`config.mk`:
```
export PLATFORM = sky130hd
export DESIGN_NAME = acpc_top
export DESIGN_NICKNAME = d
export VERILOG_FILES = /design/src/shared/acpc_pkg.sv /design/src/logic/acpc_top.sv
export SDC_FILE = /design/constraint.sdc
export NUM_CORES = 1
export LEC_CHECK = 0
export BUFFER_PORTS_ARGS = -buffer_cell sky130_fd_sc_hd__buf_4
export CORE_MARGIN = 4
export CORE_UTILIZATION = 45
export CTS_CLUSTER_SIZE = 25
export DETAILED_ROUTE_END_ITERATION = 8
export GPL_TIMING_DRIVEN = 1
export PLACE_DENSITY_LB_ADDON = 0.2
export SYNTH_ARGS = -nofsm -noshare
export SYNTH_HDL_FRONTEND = slang
export SYNTH_SLANG_ARGS = --single-unit
export TNS_END_PERCENT = 20
```
`constraint.sdc`:
```
create_clock -name pclk -period 2.25 [get_ports pclk]
set_input_delay 0.1125 -clock pclk [delete_from_list [all_inputs] [get_ports pclk]]
set_output_delay 0.1125 -clock pclk [all_outputs]
set_load 0.02 [all_outputs]
```
`src/shared/acpc_pkg.sv`:
```
// Purpose: constants and types for the converter pin control block
// Assumes: 200 MHz pclk, APB register access with 32-bit data
// Notes: What this block does is listed below, one line per tag
//
// What this block does
// - first variant: ground 0100001, supply 0100010
// - second variant: ground 0100011, supply 0100100
// - floating select pin gives address 0100000
// - mode bit zero: dual channel, supply reference
// - start rising edge powers up, about 1 us
// - start falling edge holds and starts conversion
// - alert output flags results outside limits
// - busy output asserted while converting
// - power down automatically after each conversion
// - bus access works while powered down
package acpc_pkg;
    // ************************************************************
    // register map, byte addresses
    // ************************************************************
    localparam logic [7:0] ACPC_OFS_CONFIG = 8'h00;
    localparam logic [7:0] ACPC_OFS_LIMIT_HIGH = 8'h04;
    localparam logic [7:0] ACPC_OFS_LIMIT_LOW = 8'h08;
    localparam logic [7:0] ACPC_OFS_RESULT = 8'h0c;
    localparam logic [7:0] ACPC_OFS_ADDRESS = 8'h10;

    // config field positions
    localparam int ACPC_CFG_ALERT_EN = 0;
    localparam int ACPC_CFG_BUSY_SEL = 1;
    localparam int ACPC_CFG_CHANNEL_MODE = 6;
    localparam int ACPC_CFG_WIDTH = 7;
    localparam logic [6:0] ACPC_CFG_RESET = 7'h00;

    // result register status positions
    localparam int ACPC_RES_INVALID = 15;
    localparam int ACPC_RES_ALERT = 16;
    localparam int ACPC_RES_POWERED = 17;
    localparam int ACPC_RES_BUSY = 18;
    localparam int ACPC_RES_CHANNEL = 19;

    // limits and data width
    localparam int ACPC_DATA_W = 12;
    localparam logic [11:0] ACPC_LIMIT_HIGH_RESET = 12'hfff;
    localparam logic [11:0] ACPC_LIMIT_LOW_RESET = 12'h000;

    // bus addresses by variant and select pin
    localparam logic [6:0] ACPC_ADDR_V0_GND = 7'h21;
    localparam logic [6:0] ACPC_ADDR_V0_VDD = 7'h22;
    localparam logic [6:0] ACPC_ADDR_V1_GND = 7'h23;
    localparam logic [6:0] ACPC_ADDR_V1_VDD = 7'h24;
    localparam logic [6:0] ACPC_ADDR_FLOAT = 7'h20;

    // timing
    localparam int ACPC_CLK_PERIOD_PS = 5000;
    localparam int ACPC_POWERUP_NS = 1000;
    // least time: round up, never below one cycle
    localparam int ACPC_POWERUP_CYC_RAW =
        (ACPC_POWERUP_NS * 1000 + ACPC_CLK_PERIOD_PS - 1) / ACPC_CLK_PERIOD_PS;
    localparam int ACPC_POWERUP_CYC =
        (ACPC_POWERUP_CYC_RAW < 1) ? 1 : ACPC_POWERUP_CYC_RAW;
    localparam int ACPC_CNT_W = 12;
    localparam logic [11:0] ACPC_CONV_CYC_DEFAULT = 12'h190;

    // converter state, gray along idle -> power -> convert
    typedef enum logic [1:0] {
        ACPC_IDLE = 2'b00,
        ACPC_POWER = 2'b01,
        ACPC_CONVERT = 2'b11
    } acpc_state_t;
endpackage

```
`src/logic/acpc_top.sv`:
```
// Purpose: pin control of a two-channel 12-bit converter
// Assumes: start and select pins are asynchronous to pclk
// Notes: registers over APB, zero-wait answers
//
// Decided for this implementation: the register offsets and the APB slave port.
`timescale 1ns/1ps
`default_nettype none
module acpc_top
    import acpc_pkg::*;
#(
    parameter bit VARIANT = 1'b0,           // which address set the part uses
    parameter logic [11:0] CONV_CYCLES = ACPC_CONV_CYC_DEFAULT
) (
    input wire logic pclk,
    input wire logic presetn,
    input wire logic psel,
    input wire logic penable,
    input wire logic pwrite,
    input wire logic [31:0] paddr,
    input wire logic [31:0] pwdata,
    output logic [31:0] prdata,
    output logic pready,
    output logic pslverr,
    input wire logic convert_start_pin,
    input wire logic address_select_pin_low,   // pin seen tied to ground
    input wire logic address_select_pin_high,  // pin seen tied to supply
    input wire logic [11:0] converter_code,    // sar result, same clock
    output logic [6:0] bus_address,
    output logic converter_power,
    output logic track_hold,                  // high while holding
    output logic second_channel_select,
    output logic second_input_or_reference_pin_is_ref,
    output logic alert_busy_out,
    output logic alert_busy_oe
);
    // ************************************************************
    // pin synchronisers
    // ************************************************************
    logic [2:0] sync1_q;  // first stage, read only by second stage
    logic [2:0] sync2_q;
    logic start_prev_q;   // for edge detection
    always_ff @(posedge pclk or negedge presetn) begin
        if (!presetn) begin
            sync1_q <= 3'h0;
            sync2_q <= 3'h0;
            start_prev_q <= 1'b0;
        end else begin
            sync1_q <= {address_select_pin_high, address_select_pin_low,
                        convert_start_pin};
            sync2_q <= sync1_q;
            start_prev_q <= sync2_q[0];
        end
    end
    wire start_rise = sync2_q[0] & ~start_prev_q;
    wire start_fall = ~sync2_q[0] & start_prev_q;

    // ************************************************************
    // bus address selection
    // ************************************************************
    // neither level seen means the pin floats
    wire [6:0] addr_gnd = VARIANT ? ACPC_ADDR_V1_GND : ACPC_ADDR_V0_GND;
    wire [6:0] addr_vdd = VARIANT ? ACPC_ADDR_V1_VDD : ACPC_ADDR_V0_VDD;
    wire [6:0] address_d = sync2_q[1] ? addr_gnd :
                           sync2_q[2] ? addr_vdd : ACPC_ADDR_FLOAT;
    logic [6:0] address_q;
    always_ff @(posedge pclk or negedge presetn) begin
        if (!presetn) begin
            address_q <= ACPC_ADDR_FLOAT;
        end else begin
            address_q <= address_d;
        end
    end

    // ************************************************************
    // apb slave
    // ************************************************************
    logic [6:0] config_q;
    logic [11:0] limit_high_q;
    logic [11:0] limit_low_q;
    logic [11:0] result_q;
    logic invalid_q;
    logic alert_q;
    logic pready_q;
    logic pslverr_q;
    logic [31:0] prdata_q;
    logic chan_q;              // channel of the latest conversion
    acpc_state_t state_q;

    wire [7:0] offs = paddr[7:0];
    wire hit_cfg = (offs == ACPC_OFS_CONFIG);
    wire hit_hi = (offs == ACPC_OFS_LIMIT_HIGH);
    wire hit_lo = (offs == ACPC_OFS_LIMIT_LOW);
    wire hit_res = (offs == ACPC_OFS_RESULT);
    wire hit_adr = (offs == ACPC_OFS_ADDRESS);
    wire mapped = (paddr[31:8] == 24'h000000) &
                  (hit_cfg | hit_hi | hit_lo | hit_res | hit_adr);
    // access cycle in which the answer is given
    wire access = psel & penable & pready_q;
    wire wr_ok = access & pwrite & mapped;
    // no check on power state: the bus is served at all times
    wire setup = psel & ~pready_q;

    // channel bit is that of the latest conversion started, not of the live mux
    wire [31:0] status_word = {12'h000, chan_q,
        state_q == ACPC_CONVERT, state_q != ACPC_IDLE, alert_q,
        invalid_q, 3'h0, result_q};
    wire [31:0] rdata_d = hit_cfg ? {25'h0, config_q} :
                          hit_hi ? {20'h0, limit_high_q} :
                          hit_lo ? {20'h0, limit_low_q} :
                          hit_res ? status_word :
                          hit_adr ? {25'h0, address_q} : 32'h0;

    // answer one cycle after setup, so access ends at first edge
    always_ff @(posedge pclk or negedge presetn) begin
        if (!presetn) begin
            pready_q <= 1'b0;
            pslverr_q <= 1'b0;
            prdata_q <= 32'h0;
        end else begin
            pready_q <= setup;
            pslverr_q <= setup & ~mapped;
            prdata_q <= (setup & ~pwrite) ? rdata_d : 32'h0;
        end
    end

    // ************************************************************
    // configuration storage
    // ************************************************************
    // result and address registers are read only; writes are dropped
    always_ff @(posedge pclk or negedge presetn) begin
        if (!presetn) begin
            config_q <= ACPC_CFG_RESET;
            limit_high_q <= ACPC_LIMIT_HIGH_RESET;
            limit_low_q <= ACPC_LIMIT_LOW_RESET;
        end else if (wr_ok) begin
            if (hit_cfg) begin
                config_q <= pwdata[ACPC_CFG_WIDTH-1:0];
            end
            if (hit_hi) begin
                limit_high_q <= pwdata[ACPC_DATA_W-1:0];
            end
            if (hit_lo) begin
                limit_low_q <= pwdata[ACPC_DATA_W-1:0];
            end
        end
    end

    // ************************************************************
    // conversion sequencer
    // ************************************************************
    logic [11:0] cnt_q;        // power-up, then conversion cycles
    logic pick_q;              // alternates channels in dual mode
    wire single = config_q[ACPC_CFG_CHANNEL_MODE];
    wire chan_d = single ? 1'b0 : pick_q;
    wire pu_done = (cnt_q >= ACPC_POWERUP_CYC[11:0]);
    wire conv_end = (state_q == ACPC_CONVERT) && (cnt_q == 12'h001);
    wire out_range = (result_q > limit_high_q) | (result_q < limit_low_q);

    always_ff @(posedge pclk or negedge presetn) begin
        if (!presetn) begin
            state_q <= ACPC_IDLE;
            cnt_q <= 12'h000;
            chan_q <= 1'b0;
            pick_q <= 1'b0;
            invalid_q <= 1'b0;
            result_q <= 12'h000;
        end else begin
            case (state_q)
                ACPC_IDLE: begin
                    // a stray falling edge without power-up is ignored
                    if (start_rise) begin
                        state_q <= ACPC_POWER;
                        cnt_q <= 12'h000;
                    end
                end
                ACPC_POWER: begin
                    if (start_fall) begin
                        state_q <= ACPC_CONVERT;
                        cnt_q <= CONV_CYCLES;
                        invalid_q <= ~pu_done;
                        chan_q <= chan_d;
                        pick_q <= single ? 1'b0 : ~pick_q;
                    end else if (!pu_done) begin
                        cnt_q <= cnt_q + 12'h001;
                    end
                end
                ACPC_CONVERT: begin
                    if (conv_end) begin
                        state_q <= ACPC_IDLE;
                        result_q <= converter_code;
                    end else begin
                        cnt_q <= cnt_q - 12'h001;
                    end
                end
                default: begin
                    state_q <= ACPC_IDLE;
                end
            endcase
        end
    end

    // ************************************************************
    // shared open-drain output
    // ************************************************************
    // alert compares the latest stored result against the limits
    always_ff @(posedge pclk or negedge presetn) begin
        if (!presetn) begin
            alert_q <= 1'b0;
        end else begin
            alert_q <= config_q[ACPC_CFG_ALERT_EN] & out_range;
        end
    end
    wire busy_sel = config_q[ACPC_CFG_BUSY_SEL];
    wire conv_next = (state_q == ACPC_POWER && start_fall) ||
                     (state_q == ACPC_CONVERT && !conv_end);
    wire drive_d = busy_sel ? conv_next :
                   (config_q[ACPC_CFG_ALERT_EN] & out_range);

    logic oe_q;
    logic power_q;
    logic hold_q;
    logic sel2_q;
    logic ref_q;
    logic od_low_q;  // open-drain pin only ever pulls low
    always_ff @(posedge pclk or negedge presetn) begin
        if (!presetn) begin
            oe_q <= 1'b0;
            power_q <= 1'b0;
            hold_q <= 1'b0;
            sel2_q <= 1'b0;
            ref_q <= 1'b0;
            od_low_q <= 1'b0;
        end else begin
            oe_q <= drive_d;
            power_q <= (state_q == ACPC_IDLE) ? start_rise :
                       !conv_end;
            hold_q <= conv_next;
            sel2_q <= conv_next & ((state_q == ACPC_POWER) ? chan_d : chan_q);
            ref_q <= single;
            od_low_q <= 1'b0;
        end
    end

    assign prdata = prdata_q;
    assign pready = pready_q;
    assign pslverr = pslverr_q;
    assign bus_address = address_q;
    assign converter_power = power_q;
    assign track_hold = hold_q;
    assign second_channel_select = sel2_q;
    assign second_input_or_reference_pin_is_ref = ref_q;
    assign alert_busy_out = od_low_q;
    assign alert_busy_oe = oe_q;

    // ************************************************************
    // checks
    // ************************************************************
    AST_ADDR_FLOAT: assert property (@(posedge pclk) disable iff (!presetn)
        !sync2_q[1] && !sync2_q[2] |=> bus_address == ACPC_ADDR_FLOAT)
        else $error("float address wrong");
    AST_ADDR_GND: assert property (@(posedge pclk) disable iff (!presetn)
        sync2_q[1] |=> bus_address == (VARIANT ? ACPC_ADDR_V1_GND
                                               : ACPC_ADDR_V0_GND))
        else $error("ground address wrong");
    AST_ADDR_VDD: assert property (@(posedge pclk) disable iff (!presetn)
        !sync2_q[1] && sync2_q[2] |=> bus_address == (VARIANT ?
            ACPC_ADDR_V1_VDD : ACPC_ADDR_V0_VDD))
        else $error("supply address wrong");
    AST_REF_MODE: assert property (@(posedge pclk) disable iff (!presetn)
        ##1 second_input_or_reference_pin_is_ref == $past(single))
        else $error("reference selection wrong");
    AST_SINGLE_CH: assert property (@(posedge pclk) disable iff (!presetn)
        single && state_q == ACPC_POWER && start_fall |=> !second_channel_select)
        else $error("second channel used in single mode");
    AST_POWER_UP: assert property (@(posedge pclk) disable iff (!presetn)
        state_q == ACPC_IDLE && start_rise |=> state_q == ACPC_POWER
        ##1 converter_power)
        else $error("no power-up on rising edge");
    AST_HOLD: assert property (@(posedge pclk) disable iff (!presetn)
        state_q == ACPC_POWER && start_fall |=> state_q == ACPC_CONVERT
        && track_hold)
        else $error("no hold on falling edge");
    AST_SHORT_PULSE: assert property (@(posedge pclk) disable iff (!presetn)
        state_q == ACPC_POWER && start_fall && !pu_done |=> invalid_q)
        else $error("short pulse not flagged");
    AST_BUSY: assert property (@(posedge pclk) disable iff (!presetn)
        busy_sel && $past(busy_sel) && state_q == ACPC_CONVERT
        && !conv_end |=> alert_busy_oe)
        else $error("busy not shown");
    AST_AUTO_DOWN: assert property (@(posedge pclk) disable iff (!presetn)
        conv_end |=> state_q == ACPC_IDLE && !converter_power)
        else $error("no power-down after conversion");
    AST_BUS_IDLE: assert property (@(posedge pclk) disable iff (!presetn)
        psel && !penable && state_q == ACPC_IDLE |=> pready)
        else $error("bus stalled while powered down");
    AST_ALERT: assert property (@(posedge pclk) disable iff (!presetn)
        !busy_sel && config_q[ACPC_CFG_ALERT_EN] && out_range
        && $stable(config_q) |=> alert_busy_oe)
        else $error("alert not raised");
    COV_CONVERT: cover property (@(posedge pclk) conv_end);
    COV_INVALID: cover property (@(posedge pclk) $rose(invalid_q));
    COV_ALERT: cover property (@(posedge pclk) $rose(alert_q));
    COV_WRITE: cover property (@(posedge pclk) wr_ok && hit_cfg);
endmodule
`default_nettype wire

```
==> results of run 1 <==
==> per-layer routing <==
metal  vias to the layer above  routed length [um]  track usage, %
met4                         0                 165            4.54
met2                       113                6140            32.3
met1                      1994                5560            26.5
met5                         -                   0               0
met3                        15                 756            5.89
li1                       1931                   -               -
==> final timing paths <==
| check | slack, ps | end | cells after the start | start |
|---|---|---|---|---|
| min in group asynchronous | 350 | sync1_q[1] | 2 | presetn |
| max in group asynchronous | 1180 | limit_high_q[10] | 3 | presetn |
| min | 10 | limit_low_q[0] | 2 | pwdata[0] |
| min reg2reg | 350 | sync2_q[0] | 0 | sync1_q[0] |
| max | 150 | cnt_q[7] | 5 | cnt_q[8] |
| max reg2reg | 150 | cnt_q[7] | 5 | cnt_q[8] |
==> repair_timing <==
| action | CTS | global route |
|---|---|---|
| gates resized for setup | 0 | 2 |
| buffers inserted | 0 | 0 |
| hold buffers | 23 | 0 |
| setup endpoints to repair | 0 | 2 |
| endpoints found under the hold margin | 71 | 0 |
==> state kept, by name, summed over array words and instances, names as in the netlist, 3 cells and up <==
signal and count:
limit_high_q 12, sync1_q 3, sync2_q 3, result_q 12, cnt_q 12, prdata 17, limit_low_q 12, config_q 7
==> worst max-delay path, stage by stage, from the launching register on <==
cell and delay, ps:
dfrtp_1 500, nor4_4 440, a211o_2 220, nand3_2 200, or4b_1 570, nand3_1 100
==> Yosys cell counts, types with 3 or more instances <==
cell,number,area share [%]
a211oi_1,6,0.87
a221oi_1,6,1.0
o221ai_1,3,0.51
nand3_1,14,1.4
inv_1,32,2.3
buf_2,9,0.87
nor2_1,22,1.6
a31oi_1,3,0.36
nor4_1,8,0.97
a21oi_1,12,1.2
a22oi_1,3,0.44
nand3b_1,3,0.44
o22ai_1,3,0.36
a2111oi_0,5,0.85
dfrtp_1,82,40
nand2b_1,6,0.73
and2_1,7,0.85
ha_1,26,6.3
dfstp_2,12,6.1
buf_4,24,3.5
a21o_1,6,0.87
nand2_1,31,2.3
a221o_1,3,0.58
nor3_1,8,0.78
mux2_4,10,2.9
clkbuf_1,7,0.51
nor2b_1,7,0.85
mux2_2,34,7.4
mux2i_1,12,2.3
nand4_1,11,1.3
o21ai_0,26,2.5
==> power groups by stage <==
stage	clock (uW)	sequential [uW]	combinational (uW)
floorplan	0	2150	1440
global placement	0	2320	1770
detailed placement	0	2330	1830
CTS	1550	2300	1870
global route	1620	2360	2120
finish	1520	2310	1880
==> cell type report <==
type | instances | area, sq um | share of cell area (%)
Tap cell | 140 | 175 | 2.72
Clock inverter | 7 | 68.8 | 1.07
Timing Repair Buffer | 124 | 1000 | 15.5
Sequential cell | 94 | 2370 | 36.7
Multi-Input combinational cell | 334 | 2480 | 38.6
Inverter | 32 | 120 | 1.86
Clock buffer | 9 | 225 | 3.50
==> logic make-up (layout without fill, tap and decap cells) <==
| family | count (synthesis) | after routing |
|---|---|---|
| buf+inv | 74 | 172 |
| mux | 56 | 56 |
| simple gates | 136 | 136 |
| compound gates | 94 | 94 |
| xor+xnor | 1 | 1 |
| fa+ha+maj | 26 | 26 |
| other cells | 2 | 21 |
| flops | 94 | 94 |
==> through the flow <==
stage	total power, uW	instances	hold slack (ps)	instance area, sq um
after floorplan	3600	502	-183	5230
after global placement	4090	701	184	5910
after detailed placement	4160	701	191	5910
after CTS	5720	740	2.34	6430
after global routing	6100	740	4.62	6440
final	5720	740	14.0	6440
==> results by group, run 1 <==
Floorplanning
  • Core area: 11000 sq um
  • IO Count: 131
  • Die H: 115 um
  • Die area: 13200 sq um
  • Initial Util: 46.7%
  • Die W: 115 um
  • Row cnt: 38

Power
  • Pwr Density: 888 nW/um^2
  • Leakage power: 0.00294 uW
  • Net Sw Power: 2110 uW
  • Gate power share: 32.9%
  • Internal power: 3610 uW
  • Sequential Power Share: 40.5%
  • Sw frac: 36.9%
  • Worst IR Drop VDD: 0.000725 V
  • Clk pwr share: 26.6%

CTS
  • Reg clk slew, reported paths: 70 ps
  • Worst-Skew Late Latency: 350 ps
  • Root buffer cell: clkbuf_16
  • Clk buf depth: 2
  • H-tree levels: 3
  • TritonCTS clock tree: yes
  • TritonCTS Sinks: 94
  • CTS Buf Count: 9

Logic synthesis
  • Number of enable flip-flop cells after synthesis: 0
  • Synth Area in Compound Gates: 12.7%
  • Post-Synth Simple-Gate Area: 14.6%
  • Library cells used by synthesis: 63
  • Post-Synth Adder-Cell Area: 6.31%
  • Ys Warns: 0
  • Synth Register Bits: 94
  • Dominant synthesized flop cell: dfrtp_1
  • Multiplexer area fraction after synthesis: 12.7%
  • Sequential share of the synthesized area: 45.9%
  • Synth Instances: 483
  • Largest family of logic cells by synthesized area: simple AND/OR/NAND/NOR gates
  • Netlist area before placement: 5160 sq um
  • Syn_area_per_cell: 10.7 sq um
  • FFs w/ async S/R, synth: 100%
  • Xor/xnor share of the synthesized area: 0.170%

Global route
  • Global-route total usage across every layer: 19.9%
  • Largest net degree at the start of global routing: 52
  • Number of global-route vias before repair: 4145
  • First-pass GRT wire length: 20700 um
  • GRT overflow: 0
  • Antenna violations before repair: 0

Placement
  • Dpl hpwl: 9030 um
  • Number of I/O port buffers: 89
  • Placement Setup Slack: 156 ps
  • GPL Wtd Cong: 0.913

Routing
  • Mean number of vias per cell: 5.48
  • Total Wirelength: 12600 um
  • 1st-iter DRT viols: 258
  • Avg WL per Cell: 17.1 um
  • DR vias: 4053
  • Drt drc: 0
  • Post-route antenna net violation count: 0
  • DRT Pass-1 Iters: 4

Timing
  • Final hold violation count: 0
  • Period utilization: 93.1%
  • Setup TNS Final: 0 ps
  • RSZ-0062 raised after global routing: false
  • Worst Skew: 6.02 ps
  • Final setup vio count: 0
  • Worst-Margin Slew: 693 ps
  • Final worst setup slack: 155 ps
  • Fmax: 0.477 GHz
  • Slew margin rel.: 53.8%
  • Minimum clock period: 2100 ps
  • Max Transition Viols Final: 0

Setup path
  • CP Max Fanout: 9
  • CP Class: reg -> reg
  • Critical Path Sink Type: flop
  • Worst Path Required: 2540 ps
  • Arrival @ worst endpoint: 2390 ps
  • CP startpoint kind: flop

Finish
  • Area growth from synthesis to layout: 24.9%
  • Most frequent cells in the layout: buf_4, dfrtp_1, mux2_2, inv_1, nand2_1
  • Commonest non-fill, non-tap cell in the layout: buf_4
  • Fraction of layout cells with a size suffix above 1: 31.0%
  • Layout Utilization: 58.4%
  • ANT cells: 0
  • Fill cells: 951
  • Final #Nets: 705

Run
  • Max_cap viols: 0

Status
  • Status: finished clean

Min path
  • Worst hold path type: in -> reg
Note: power is estimated with default switching activity, not from simulation.
==> inputs of run 2 (changes only) <==
--- a/config.mk
+++ b/config.mk
@@ -5,6 +5,7 @@
 export SDC_FILE = /design/constraint.sdc
 export NUM_CORES = 1
 export LEC_CHECK = 0
+export ABC_AREA = 1
 export BUFFER_PORTS_ARGS = -buffer_cell sky130_fd_sc_hd__buf_4
 export CORE_MARGIN = 4
 export CORE_UTILIZATION = 45
==> results by group, run 2 <==
Finish
  • Area growth from synthesis to layout: 24.2%
  • Commonest non-fill, non-tap cell in the layout: nand2_1
  • Most frequent cells in the layout: nand2_1, buf_4, dfrtp_1, inv_1, nand3_1
  • Flip-flop count of the largest register after layout: 17 (unchanged)
  • Multi-input gate area: 2550 sq um (+2.7%)
  • Fill cells: 1044 (+9.8%)
  • FF/Latch Area: 2370 sq um (unchanged)
  • Fraction of layout cells with a size suffix above 1: 22.0% (-9.0 points)
  • Final #Nets: 899 (+28%)
  • ANT cells: 0 (unchanged)

Timing
  • Fmax: 0.543 GHz (+14%)
  • Final hold violation count: 0 (unchanged)
  • RSZ-0062 raised after global routing: false
  • Final worst setup slack: 407 ps (+253 ps)
  • Setup TNS Final: 0 ps (unchanged)
  • Worst Skew: 8.28 ps (+2.26 ps)
  • Slew margin rel.: 66.5% (+13 points)
  • Max Transition Viols Final: 0 (unchanged)
  • Worst-Margin Slew: 503 ps (-190 ps)
  • Period utilization: 81.9% (-11 points)
  • Minimum clock period: 1840 ps (-253 ps)
  • Final setup vio count: 0 (unchanged)

Setup path
  • CP Max Fanout: 9 (unchanged)
  • Critical Path Source: cnt_q[1]
  • R2r startpoint: cnt_q[1]
  • Critical Path Sink Type: flop
  • Reg-to-reg endpoint: result_q[7]
  • CP Class: reg -> reg
  • Reg2Reg Setup Slack: 410 ps (+250 ps)
  • Worst Path Required: 2480 ps (-60 ps)
  • Worst reg-to-reg path cell count: 7 (+2)
  • Arrival @ worst endpoint: 2070 ps (-320 ps)
  • CP startpoint kind: flop

Routing
  • Avg WL per Cell: 14.6 um (-14%)
  • Post-route antenna net violation count: 0 (unchanged)
  • Total Wirelength: 13700 um (+8.4%)
  • 1st-iter DRT viols: 269 (+4.3%)
  • DRT Pass-1 Iters: 7 (+3)
  • Mean number of vias per cell: 5.10 (-7.0%)
  • DR vias: 4775 (+18%)
  • Drt drc: 0 (unchanged)

Run
  • Max_cap viols: 0 (unchanged)

Global route
  • Global-route total usage across every layer: 20.6% (+0.67 points)
  • Largest net degree at the start of global routing: 42 (-19%)
  • Antenna violations before repair: 0 (unchanged)
  • First-pass GRT wire length: 23000 um (+11%)
  • GRT overflow: 0 (unchanged)
  • Number of global-route vias before repair: 4745 (+14%)

Logic synthesis
  • FFs w/ async S/R, synth: 100% (unchanged)
  • Dominant synthesized flop cell: dfrtp_1
  • Ys Warns: 0 (unchanged)
  • Netlist area before placement: 5390 sq um (+4.5%)
  • Library cells used by synthesis: 40 (-37%)
  • Number of enable flip-flop cells after synthesis: 0 (unchanged)
  • Syn_area_per_cell: 8.09 sq um (-24%)
  • Largest area contributor in the netlist: dfrtp_1
  • Sequential share of the synthesized area: 43.9% (-2.0 points)
  • Top cell type's share of synthesized area: 38.1% (-1.7 points)
  • Synth Instances: 666 (+38%)
  • Synth Register Bits: 94 (unchanged)
  • Dominant cells by area after synthesis: dfrtp_1, nand2_1, ha_1
  • Most numerous cell in the Yosys netlist: nand2_1
  • Most instantiated cells after synthesis: nand2_1, dfrtp_1, inv_1, nand3_1, nor2_1

Floorplanning
  • Die area: 13800 sq um (+4.2%)
  • Core area: 11600 sq um (+4.8%)
  • Initial Util: 46.6% (-0.14 points)
  • Row cnt: 39 (+2.6%)
  • Die W: 117 um (+2.1%)
  • Die H: 117 um (+2.1%)
  • IO Count: 131 (unchanged)

CTS
  • Clk buf depth: 2 (unchanged)
  • TritonCTS clock tree: yes
  • Post-cts resize count: 0 (unchanged)
  • H-tree levels: 3 (unchanged)
  • Root buffer cell: clkbuf_16
  • TritonCTS Sinks: 94 (unchanged)
  • Worst-Skew Late Latency: 350 ps (about the same)
  • CTS Buf Count: 9 (unchanged)
  • Reg clk slew, reported paths: 70 ps (about the same)

Min path
  • Worst hold stages: 3 (+1)
  • Hold Crit Start: pwdata[6]
  • WHS Endpoint: limit_high_q[6]
  • Worst hold path type: in -> reg

Power
  • Pwr Density: 926 nW/um^2 (+4.3%)
  • Leakage power: 0.00336 uW (+14%)
  • Worst IR Drop VDD: 0.000600 V (-17%)

Placement
  • Dpl hpwl: 10200 um (+13%)
  • Placement Setup Slack: 419 ps (+263 ps)
  • GPL Wtd Cong: 0.886 (-3.0%)
  • Number of I/O port buffers: 89 (unchanged)

Status
  • Status: finished clean
run 2: cell types whose count changed after synthesis, moves of 8 or more:
cell,change
a31oi_1,+8
nor2_2,+8
inv_1,+37
o21ai_2,+8
mux2i_1,-12
mux2_2,-30
nor2_1,+27
nand2_1,+165
nor4_1,-8
nand3_1,+48
run 2: worst max-delay path, stage by stage, from the launching register on:
cell	delay (ps)
dfrtp_1	390
inv_1	160
ha_1	170
nand2_1	60
nor2_2	140
nand3_2	210
buf_4	270
mux2_4	310
run 2: metal layers:
layer | vias up | GRT usage (%) | share of wire, %
met5 | - | 0 | 0
met4 | 0 | 7.18 | 1.6
met3 | 17 | 5.10 | 6.7
met2 | 137 | 33.8 | 48
met1 | 2252 | 26.7 | 43
li1 | 2369 | - | -
run 2: power breakdown:
| group | internal (uW) | switching, uW | total [uW] |
|---|---|---|---|
| Sequential | 1970 | 321 | 2290 |
| Combinational | 958 | 1410 | 2360 |
| Clock | 870 | 671 | 1540 |
| Total | 3800 | 2400 | 6200 |
run 2: worst max path at each step:
stage                        endpoint  cells past startpoint
final                     result_q[7]                      7
after global routing         cnt_q[2]                     10
after CTS                 result_q[7]                      7
after detailed placement  result_q[7]                      7
after global placement    result_q[8]                      7
after floorplan           result_q[2]                      7
run 2: kinds of logic after synthesis:
| family | synth area share, % |
|---|---|
| buffers and inverters | 10.1 |
| and+or+nand+nor | 28.0 |
| xor gates and xnor gates | 0.488 |
| other | 0.139 |
| AOI/OAI and AO/OA | 8.52 |
| adders and majority gates | 6.04 |
| DFF | 43.9 |
| muxes | 2.79 |
run 2: final cells by class:
class	instances	area share [%]
well taps	143	2.67
flip-flops and latches	94	35.4
inverters	76	4.30
repair buffers	126	15.1
clock buffers	10	3.42
multi-input cells	482	38.1
clock inverters	6	1.03
run 2: repair_timing:
action                                 in CTS  in global routing
hold buffers                               25                  1
endpoints found under the hold margin      70                  1
setup buffers                               0                  0
run 2: stage by stage:
step | area [sq um] | instances | hold slack, ps | utilization (%) | power [uW]
5_1_grt | 6690 | 937 | 11.6 | 57.9 | 6720
2_1_floorplan | 5460 | 685 | -183 | - | 4030
4_1_cts | 6680 | 936 | 2.25 | 57.8 | 6240
3_5_place_dp | 6140 | 895 | 120 | 53.1 | 4640
3_3_place_gp | 6140 | 895 | 122 | 53.1 | 4570
6_report | 6690 | 937 | 19.5 | 57.9 | 6200
